===== config.mk =====
export PLATFORM = sky130hd
export DESIGN_NAME = fas_top
export DESIGN_NICKNAME = d
export VERILOG_FILES = /design/src/rtl/fas_top.v /design/src/rtl/fas_id_cmp.v
export VERILOG_INCLUDE_DIRS = /design/src /design/src/rtl
export SDC_FILE = /design/constraint.sdc
export NUM_CORES = 1
export LEC_CHECK = 0
export ABC_AREA = 1
export BUFFER_PORTS_ARGS = -buffer_cell sky130_fd_sc_hd__buf_2
export CORE_AREA = 2 2 94 96
export CTS_BUF_LIST = sky130_fd_sc_hd__clkbuf_2 sky130_fd_sc_hd__clkbuf_4 sky130_fd_sc_hd__clkbuf_8
export DETAILED_ROUTE_END_ITERATION = 16
export DIE_AREA = 0 0 96 98
export GPL_ROUTABILITY_DRIVEN = 0
export MAX_ROUTING_LAYER = met4
export PLACE_DENSITY = 0.72
export SLEW_MARGIN = 20
export SYNTH_ARGS = -nofsm -noshare
export SYNTH_HDL_FRONTEND = slang
export SYNTH_SLANG_ARGS = --single-unit

===== constraint.sdc =====
create_clock -name core_clk -period 1.76 [get_ports core_clk]
set_clock_uncertainty 0.1 [all_clocks]
set_input_delay 0.264 -clock core_clk [delete_from_list [all_inputs] [get_ports core_clk]]
set_output_delay 0.264 -clock core_clk [all_outputs]
set_load 0.05 [all_outputs]

===== src/rtl/fas_consts.vh =====
// Constants for the flash access guard and stop block.
`ifndef FAS_CONSTS_VH
`define FAS_CONSTS_VH

// Register byte offsets on the Avalon-MM slave.
`define FAS_OFS_CTRL 4'h0
`define FAS_OFS_MODE 4'h4
`define FAS_OFS_STAT 4'h8
`define FAS_OFS_IDC 4'hC

// Control register bit positions.
`define FAS_CTRL_READY 0
`define FAS_CTRL_RW_EN 1
`define FAS_CTRL_HALT 3
`define FAS_CTRL_USER 5

// Mode register bit positions.
`define FAS_MODE_IN_FLASH 0
`define FAS_MODE_ASYNC 1

// Identification control register bit positions.
`define FAS_IDC_RESTART 0

// Status register bit positions.
`define FAS_STAT_BOOT 0
`define FAS_STAT_MODE_LO 1
`define FAS_STAT_MATCH 4
`define FAS_STAT_BYPASS 5
`define FAS_STAT_CMD_EN 6
`define FAS_STAT_POWER 7
`define FAS_STAT_ACCESS 8
`define FAS_STAT_ID_DONE 9

// Reset values.
`define FAS_RST_CTRL 1'h0
`define FAS_RST_MODE 1'h0
`define FAS_RST_WAIT 1'h1

// Rewrite mode codes.
`define FAS_RWM_NONE 3'h0
`define FAS_RWM_CPU_EXT 3'h1
`define FAS_RWM_CPU_FLASH 3'h2
`define FAS_RWM_SER_SYNC 3'h3
`define FAS_RWM_SER_ASYNC 3'h4
`define FAS_RWM_PARALLEL 3'h5

// Identification code length and erased reset vector.
`define FAS_ID_LEN 4'h7
`define FAS_ID_LAST 3'h6
`define FAS_RV_ERASED 32'hFFFFFFFF

// Cycles after reset release before straps are sampled (synchroniser depth).
`define FAS_STRAP_WAIT 2'h2

`endif


===== src/rtl/fas_top.v =====
// Flash access guard: ID check, stop control, boot area select and rewrite mode tracking.
`timescale 1ns/100ps
`include "fas_consts.vh"

module fas_top (
    input wire core_clk,
    input wire sys_rst,
    input wire [3:0] avs_address,
    input wire avs_read,
    input wire avs_write,
    input wire [31:0] avs_writedata,
    output reg [31:0] avs_readdata,
    output reg avs_waitrequest,
    input wire processor_mode_pin,
    input wire erase_program_strap_n,
    input wire chip_enable_pin,
    input wire boot_strap_low_pin,
    input wire boot_strap_high_pin,
    input wire parallel_mode_pin,
    input wire wait_mode,
    input wire stop_mode,
    input wire flash_ready_flag,
    input wire [31:0] reset_vector,
    input wire [55:0] stored_id,
    input wire id_restart,
    input wire id_byte_valid,
    input wire [7:0] id_byte,
    output reg prog_cmd_enable,
    output reg flash_power_on,
    output reg flash_access_en,
    output reg flash_ctrl_init,
    output reg map_user_area,
    output reg user_area_prog_en,
    output reg boot_area_prog_en,
    output reg [2:0] rewrite_mode,
    output reg boot_mode
);

    // Two-stage synchronisers for the strap pins.
    reg [5:0] pin_meta_ff;
    reg [5:0] pin_sync_ff;

    reg [1:0] strap_cnt_ff;
    reg strap_taken_ff;
    reg boot_ff;
    reg parallel_ff;

    reg rw_en_ff;
    reg halt_ff;
    reg user_sel_ff;
    reg in_flash_ff;
    reg async_ff;
    reg halt_eff_prev_ff;
    reg sw_restart_ff;

    // Internal copy of the wait flag, so the handshake never reads back an output port.
    reg wait_ff;

    wire id_match;
    wire id_done;
    wire req;
    wire wr_take;
    wire halt_eff;
    wire low_power;
    wire id_bypass;
    wire serial_mode;
    wire cmd_ok;
    wire [2:0] mode_code;
    wire boot_entry;

    reg nxt_rw_en;
    reg nxt_halt;
    reg nxt_user_sel;
    reg nxt_in_flash;
    reg nxt_async;
    reg nxt_sw_restart;
    reg [31:0] nxt_rdata;

    function [31:0] status_word;
        input boot_v;
        input [2:0] mode_v;
        input match_v;
        input bypass_v;
        input cmd_v;
        input power_v;
        input access_v;
        input done_v;
        begin
            status_word = 32'h0;
            status_word[`FAS_STAT_BOOT] = boot_v;
            status_word[`FAS_STAT_MODE_LO +: 3] = mode_v;
            status_word[`FAS_STAT_MATCH] = match_v;
            status_word[`FAS_STAT_BYPASS] = bypass_v;
            status_word[`FAS_STAT_CMD_EN] = cmd_v;
            status_word[`FAS_STAT_POWER] = power_v;
            status_word[`FAS_STAT_ACCESS] = access_v;
            status_word[`FAS_STAT_ID_DONE] = done_v;
        end
    endfunction

    always @(posedge core_clk) begin
        if (sys_rst) begin
            pin_meta_ff <= 6'h0;
            pin_sync_ff <= 6'h0;
        end else begin
            pin_meta_ff <= {parallel_mode_pin, boot_strap_high_pin, boot_strap_low_pin,
                            chip_enable_pin, erase_program_strap_n, processor_mode_pin};
            pin_sync_ff <= pin_meta_ff;
        end
    end

    // Boot entry needs processor mode high, erase strap low, chip enable high
    // and either boot strap in its selecting level.
    assign boot_entry = pin_sync_ff[0] && !pin_sync_ff[1] && pin_sync_ff[2]
                        && (!pin_sync_ff[3] || pin_sync_ff[4]);

    // Straps are caught once, after the synchronisers have filled following reset.
    always @(posedge core_clk) begin
        if (sys_rst) begin
            strap_cnt_ff <= 2'h0;
            strap_taken_ff <= 1'b0;
            boot_ff <= 1'b0;
            parallel_ff <= 1'b0;
        end else if (!strap_taken_ff) begin
            if (strap_cnt_ff == `FAS_STRAP_WAIT) begin
                strap_taken_ff <= 1'b1;
                boot_ff <= boot_entry;
                parallel_ff <= pin_sync_ff[5] && !boot_entry;
            end else begin
                strap_cnt_ff <= strap_cnt_ff + 2'h1;
            end
        end
    end

    // The halt bit is stored regardless, but only acts with rewrite enabled.
    // A halt left set while rewrite was off reinitialises once rewrite is enabled.
    assign halt_eff = halt_ff && rw_en_ff;
    assign low_power = wait_mode || stop_mode;
    assign id_bypass = (reset_vector == `FAS_RV_ERASED);
    assign serial_mode = boot_ff && !user_sel_ff;
    // Other rewrite modes are never gated by the ID comparison.
    assign cmd_ok = !serial_mode || id_bypass || id_match;

    // Serial and parallel modes come from the straps; CPU rewrite from the enable bit.
    assign mode_code = parallel_ff ? `FAS_RWM_PARALLEL :
                       serial_mode ? (async_ff ? `FAS_RWM_SER_ASYNC : `FAS_RWM_SER_SYNC) :
                       rw_en_ff ? (in_flash_ff ? `FAS_RWM_CPU_FLASH : `FAS_RWM_CPU_EXT) :
                       `FAS_RWM_NONE;

    fas_id_cmp u_id_cmp (
        .core_clk(core_clk),
        .sys_rst(sys_rst),
        .restart(id_restart || sw_restart_ff),
        .byte_valid(id_byte_valid && serial_mode),
        .byte_data(id_byte),
        .stored_id(stored_id),
        .match_ff(id_match),
        .done_ff(id_done)
    );

    // Avalon slave: one wait cycle, then the access completes.
    // Read data is captured while waitrequest is still high, so it already stands
    // at the edge where the master first sees waitrequest low.
    assign req = avs_read || avs_write;
    assign wr_take = avs_write && !wait_ff;

    always @* begin
        nxt_rw_en = rw_en_ff;
        nxt_halt = halt_ff;
        nxt_user_sel = user_sel_ff;
        nxt_in_flash = in_flash_ff;
        nxt_async = async_ff;
        nxt_sw_restart = 1'b0;
        if (wr_take) begin
            case (avs_address)
                `FAS_OFS_CTRL: begin
                    nxt_rw_en = avs_writedata[`FAS_CTRL_RW_EN];
                    nxt_halt = avs_writedata[`FAS_CTRL_HALT];
                    // Area select only exists in boot mode and is sticky once set.
                    if (boot_ff && avs_writedata[`FAS_CTRL_USER]) begin
                        nxt_user_sel = 1'b1;
                    end
                end
                `FAS_OFS_MODE: begin
                    nxt_in_flash = avs_writedata[`FAS_MODE_IN_FLASH];
                    nxt_async = avs_writedata[`FAS_MODE_ASYNC];
                end
                `FAS_OFS_IDC: begin
                    nxt_sw_restart = avs_writedata[`FAS_IDC_RESTART];
                end
                default: begin
                    nxt_sw_restart = 1'b0;
                end
            endcase
        end
    end

    always @* begin
        nxt_rdata = 32'h0;
        case (avs_address)
            `FAS_OFS_CTRL: begin
                nxt_rdata[`FAS_CTRL_READY] = flash_ready_flag;
                nxt_rdata[`FAS_CTRL_RW_EN] = rw_en_ff;
                nxt_rdata[`FAS_CTRL_HALT] = halt_ff;
                nxt_rdata[`FAS_CTRL_USER] = user_sel_ff;
            end
            `FAS_OFS_MODE: begin
                nxt_rdata[`FAS_MODE_IN_FLASH] = in_flash_ff;
                nxt_rdata[`FAS_MODE_ASYNC] = async_ff;
            end
            `FAS_OFS_STAT: begin
                nxt_rdata = status_word(boot_ff, mode_code, id_match, id_bypass, cmd_ok,
                                        flash_power_on, flash_access_en, id_done);
            end
            default: begin
                nxt_rdata = 32'h0;
            end
        endcase
    end

    always @(posedge core_clk) begin
        if (sys_rst) begin
            wait_ff <= `FAS_RST_WAIT;
            avs_waitrequest <= `FAS_RST_WAIT;
            avs_readdata <= 32'h0;
        end else begin
            wait_ff <= !(req && wait_ff);
            avs_waitrequest <= !(req && wait_ff);
            if (avs_read && wait_ff) begin
                avs_readdata <= nxt_rdata;
            end
        end
    end

    always @(posedge core_clk) begin
        if (sys_rst) begin
            rw_en_ff <= `FAS_RST_CTRL;
            halt_ff <= `FAS_RST_CTRL;
            user_sel_ff <= `FAS_RST_CTRL;
            in_flash_ff <= `FAS_RST_MODE;
            async_ff <= `FAS_RST_MODE;
            sw_restart_ff <= 1'b0;
            halt_eff_prev_ff <= 1'b0;
        end else begin
            rw_en_ff <= nxt_rw_en;
            halt_ff <= nxt_halt;
            user_sel_ff <= nxt_user_sel;
            in_flash_ff <= nxt_in_flash;
            async_ff <= nxt_async;
            sw_restart_ff <= nxt_sw_restart;
            halt_eff_prev_ff <= halt_eff;
        end
    end

    // Outputs are all registered, so they lag their causes by one cycle.
    always @(posedge core_clk) begin
        if (sys_rst) begin
            prog_cmd_enable <= 1'b0;
            flash_power_on <= 1'b0;
            flash_access_en <= 1'b0;
            flash_ctrl_init <= 1'b0;
            map_user_area <= 1'b0;
            user_area_prog_en <= 1'b0;
            boot_area_prog_en <= 1'b0;
            rewrite_mode <= `FAS_RWM_NONE;
            boot_mode <= 1'b0;
        end else begin
            prog_cmd_enable <= strap_taken_ff && cmd_ok && !halt_eff;
            flash_power_on <= !halt_eff && !low_power;
            flash_access_en <= strap_taken_ff && !halt_eff && !low_power;
            flash_ctrl_init <= halt_eff && !halt_eff_prev_ff;
            map_user_area <= strap_taken_ff && (!boot_ff || user_sel_ff);
            user_area_prog_en <= strap_taken_ff && (mode_code != `FAS_RWM_NONE)
                                 && !halt_eff && !low_power;
            boot_area_prog_en <= parallel_ff && !halt_eff && !low_power;
            rewrite_mode <= mode_code;
            boot_mode <= boot_ff;
        end
    end

endmodule // fas_top


===== src/rtl/fas_id_cmp.v =====
// Identification code comparator for the serial programmer.
`timescale 1ns/100ps
`include "fas_consts.vh"

module fas_id_cmp (
    input wire core_clk,
    input wire sys_rst,
    input wire restart,
    input wire byte_valid,
    input wire [7:0] byte_data,
    input wire [55:0] stored_id,
    output reg match_ff,
    output reg done_ff
);

    reg [2:0] idx_ff;
    reg [2:0] nxt_idx;
    reg miss_ff;
    reg nxt_miss;
    reg nxt_match;
    reg nxt_done;
    wire [7:0] want;

    // Byte 0 sits in the low lane and is expected first.
    assign want = stored_id[idx_ff*8 +: 8];

    always @* begin
        nxt_idx = idx_ff;
        nxt_miss = miss_ff;
        nxt_match = match_ff;
        nxt_done = done_ff;
        if (restart) begin
            nxt_idx = 3'h0;
            nxt_miss = 1'b0;
            nxt_match = 1'b0;
            nxt_done = 1'b0;
        end
        // A byte arriving with a restart is checked at the old index, and is dropped if done is already set.
        if (byte_valid && !done_ff) begin
            if (byte_data != want) begin
                nxt_miss = 1'b1;
            end
            if (idx_ff == `FAS_ID_LAST) begin
                nxt_done = 1'b1;
                nxt_match = !(miss_ff || byte_data != want);
                nxt_idx = 3'h0;
            end else begin
                nxt_idx = idx_ff + 3'h1;
            end
        end
    end

    always @(posedge core_clk) begin
        if (sys_rst) begin
            idx_ff <= 3'h0;
            miss_ff <= 1'b0;
            match_ff <= 1'b0;
            done_ff <= 1'b0;
        end else begin
            idx_ff <= nxt_idx;
            miss_ff <= nxt_miss;
            match_ff <= nxt_match;
            done_ff <= nxt_done;
        end
    end

endmodule // fas_id_cmp


==> flow_summary.json <==
{
  "status": "complete, no violations",
  "core.rowCount": 34,
  "drt-pass1-iter-count": 4,
  "postSynth.asyncResetShare": 0,
  "postCtsHoldBufs": 0,
  "cts_htree_levels": 2,
  "netSwitchingPower_uw": 1000,
  "fraction_of_final_layout_cells_with_drive_strength_greater_than_1": 0.2987,
  "syn_area_sq_um": 2888,
  "post_synth.cell_area_avg_sq_um": 6.157,
  "required_ns": 1.85,
  "io_buffer_count": 140,
  "crit_path_top_delay_cell": "sky130_fd_sc_hd__dfxtp_4",
  "effective_utilization_at_floorplan": 0.3411,
  "placement.setup.worst_slack_ns": 0.007348,
  "post-route-period-util": 0.9481,
  "die_area_sq_um": 9408,
  "drt_iter0_drc": 83,
  "grt.total_usage": 0.1631,
  "final.min_clock_period_ns": 1.669,
  "io_pins": 191,
  "drv_cap": 0,
  "worst_path_maximum_fanout": 11,
  "avgRoutedWirePerCell_um": 10.80,
  "floorplan.die.height_um": 98,
  "internal_power_mw": 2.027,
  "worst_path_dominant_cell_family": "simple AND/OR/NAND/NOR gates",
  "peakVddDrop_v": 0.0006015,
  "clock_path_buffers": 2,
  "seq_power_share": 0.429,
  "grt_start_max_net_pins": 31,
  "post_synth_xor_area_fraction": 0.003033,
  "grt_first_pass_wirelength_mm": 11.96,
  "critical_path.max_stage_delay_ns": 0.42,
  "p_leak_nw": 2.157,
  "cp-start-kind": "flop",
  "worst_setup_path_end_kind": "flop",
  "dp.final_hpwl_mm": 6.443,
  "multiplexer_fraction_of_the_synthesized_cell_area": 0,
  "clock_sinks": 52,
  "synth_compound_area_frac": 0.07929,
  "post-route-drc-count": 0,
  "antenna_cells": 0,
  "synth_top_family_by_area": "simple AND/OR/NAND/NOR gates",
  "drt.antenna.violating_nets": 0,
  "holdWs_ns": 0.06345,
  "finish.instance_area_sq_um": 3958,
  "cts.root.buffer_cell": "sky130_fd_sc_hd__clkbuf_8",
  "setup_ws_ns": 0.09136,
  "clk_pin_slew_ns": 0.08,
  "most_used_flip_flop_cell_after_synthesis": "sky130_fd_sc_hd__dfxtp_1",
  "hold_viol_final": 0,
  "rsz_0062_raised_after_global_routing": "yes",
  "first_global_vias": 2924,
  "hold_class": "in -> reg",
  "yosys.area_share.simple": 0.3795,
  "timing.critical_path.mode_cell": "sky130_fd_sc_hd__nand2_1",
  "combPwrFrac": 0.306,
  "die-width_um": 96,
  "drv_slew": 0,
  "power_switching_share": 0.3304,
  "cts_tree": "yes",
  "clk_latency_ns": 0.30,
  "cts_inserted_buffers": 5,
  "setup_viol": 0,
  "antenna_violations_before_repair": 0,
  "setup_tns_ns": 0,
  "dpl-instance-area_sq_um": 3759,
  "floorplan.core_area_sq_um": 8466,
  "power.density_cell_area_nw_per_um2": 764.8,
  "grt_overflow_total": 0,
  "adder_cell_fraction_of_synth_area": 0.004333,
  "register_area_share_after_synthesis": 0.3605,
  "vias": 3269,
  "area_delta_synth_final_pct": 37.05,
  "post_drt_via_cell_ratio": 4.454,
  "synth-seq-cells": 52,
  "clkPwrFrac": 0.265,
  "max_clock_freq_ghz": 0.5993,
  "critPathArrivalTime_ns": 1.76,
  "synth_edf_count": 0,
  "synthesis.instances": 469,
  "cell_by_cell_listing_of_the_critical_path": "inv_8 > or2_2 > nand2_1 > nand2_1 > nand2_1 > nand3b_1 > nand2_1 > nand2_1 > nor2_2 > nand2_1 > nand2_1 > a21oi_1",
  "critical_path_class": "reg -> reg",
  "final_nets": 773,
  "path_buf_inv": 1,
  "totalWireLength_mm": 7.925,
  "yosysWarnings": 0,
  "synth.distinct_cells": 28
}
==> layer usage <==
layer,share of wire,global-route usage,vias up
li1,-,-,1706
met1,0.41,0.1680,1440
met2,0.51,0.3141,113
met3,0.067,0.02778,10
met4,0.011,0.03407,0
met5,0,-,-
==> synth_stat cells, types with 2 or more instances <==
cell type / count / area [sq um]
sky130_fd_sc_hd__a21oi_1: 23 / 115.1
sky130_fd_sc_hd__buf_2: 4 / 20.02
sky130_fd_sc_hd__buf_4: 22 / 165.2
sky130_fd_sc_hd__clkbuf_1: 7 / 26.28
sky130_fd_sc_hd__dfxtp_1: 52 / 1041
sky130_fd_sc_hd__inv_1: 74 / 277.8
sky130_fd_sc_hd__inv_2: 2 / 7.510
sky130_fd_sc_hd__nand2_1: 163 / 611.8
sky130_fd_sc_hd__nand3_1: 25 / 125.1
sky130_fd_sc_hd__nand3b_1: 7 / 52.55
sky130_fd_sc_hd__nand4_1: 8 / 50.05
sky130_fd_sc_hd__nor2_1: 45 / 168.9
sky130_fd_sc_hd__nor2_2: 2 / 12.51
sky130_fd_sc_hd__nor3_1: 8 / 40.04
sky130_fd_sc_hd__nor4_1: 2 / 12.51
sky130_fd_sc_hd__o211ai_1: 3 / 22.52
sky130_fd_sc_hd__o21ai_0: 7 / 35.03
sky130_fd_sc_hd__o21ai_1: 5 / 25.02
==> layout make-up <==
| type | instances | area [sq um] |
|---|---|---|
| inverters | 76 | 296.5 |
| clock buffers | 6 | 76.32 |
| repair buffers | 161 | 898.4 |
| fillers | 893 | 4508 |
| well taps | 108 | 135.1 |
| clock inverters | 2 | 35.03 |
| multi-input cells | 329 | 1466 |
| flip-flops and latches | 52 | 1050 |
==> flip-flops by register name, summed over array words and instances, names as in the netlist, 2 cells and up <==
register         flops
avs_readdata        10
pin_meta_ff          6
pin_sync_ff          6
rewrite_mode         3
u_id_cmp.idx_ff      3
strap_cnt_ff         2
==> cell usage in the layout (no fill, tap or decap), types with 2 or more instances in the layout <==
cell type / n
sky130_fd_sc_hd__dfxtp_1: 49
sky130_fd_sc_hd__dfxtp_4: 2
sky130_fd_sc_hd__nor2_2: 3
sky130_fd_sc_hd__inv_1: 73
sky130_fd_sc_hd__o211ai_1: 3
sky130_fd_sc_hd__nand4_1: 8
sky130_fd_sc_hd__nand3b_1: 7
sky130_fd_sc_hd__a21oi_1: 23
sky130_fd_sc_hd__nor4_1: 2
sky130_fd_sc_hd__clkbuf_8: 5
sky130_fd_sc_hd__buf_2: 140
sky130_fd_sc_hd__buf_6: 2
sky130_fd_sc_hd__o21ai_1: 3
sky130_fd_sc_hd__nor3_1: 8
sky130_fd_sc_hd__o21ai_0: 7
sky130_fd_sc_hd__nand3_1: 25
sky130_fd_sc_hd__o21ai_2: 2
sky130_fd_sc_hd__conb_1: 22
sky130_fd_sc_hd__nand2_2: 3
sky130_fd_sc_hd__buf_12: 2
sky130_fd_sc_hd__nand2_1: 160
sky130_fd_sc_hd__nor2_1: 43
sky130_fd_sc_hd__buf_4: 16
==> worst paths after layout <==
check / start / endpoint / slack (ns) / depth (start not counted)
worst max-delay path: u_id_cmp.idx_ff[0]$_SDFFE_PP0P_ / u_id_cmp.miss_ff$_SDFF_PP0_ / 0.09 / 12
worst min-delay path: parallel_mode_pin / pin_meta_ff[5]$_SDFF_PP0_ / 0.06 / 3
worst max register to register: u_id_cmp.idx_ff[0]$_SDFFE_PP0P_ / u_id_cmp.miss_ff$_SDFF_PP0_ / 0.09 / 12
worst min register to register: halt_eff_prev_ff$_SDFF_PP0_ / flash_ctrl_init$_SDFF_PP0_ / 0.30 / 1
==> cells by family after synthesis <==
| logic type | count (synthesis) |
|---|---|
| xor gates and xnor gates | 1 |
| other | 1 |
| adders and majority gates | 1 |
| AOI/OAI and AO/OA | 42 |
| and+or+nand+nor | 263 |
| buffers and inverters | 109 |
| DFF | 52 |
==> power by group through the flow <==
stage               Sequential, mW  Clock (mW)  Combinational (mW)
floorplan                     1.40           0               0.550
global placement              1.32           0               0.875
detailed placement            1.32           0               0.899
CTS                           1.29       0.824               0.904
global route                  1.31       0.876                1.03
finish                        1.30       0.802               0.926
==> per-stage QoR <==
| step | instances | total power, mW | util |
|---|---|---|---|
| floorplan | 490 | 1.949 | - |
| global placement | 724 | 2.194 | 0.4440 |
| detailed placement | 724 | 2.220 | 0.4440 |
| CTS | 732 | 3.022 | 0.4573 |
| global route | 734 | 3.213 | 0.4675 |
| finish | 734 | 3.027 | 0.4675 |
==> worst register-to-register path, delay by kind of cell (launching register included) <==
kind	cells	cell delay [ns]
simple gates	10	0.93
buf+inv	1	0.06
compound gates	1	0.05
flops	1	0.42
==> what timing repair did <==
item                                    CTS  global route
endpoints found under the setup margin    2             3
resized for setup                         1            22
pin swaps                                 0             3
buffers inserted                          0             2
Power figures use the tool's default switching activity.
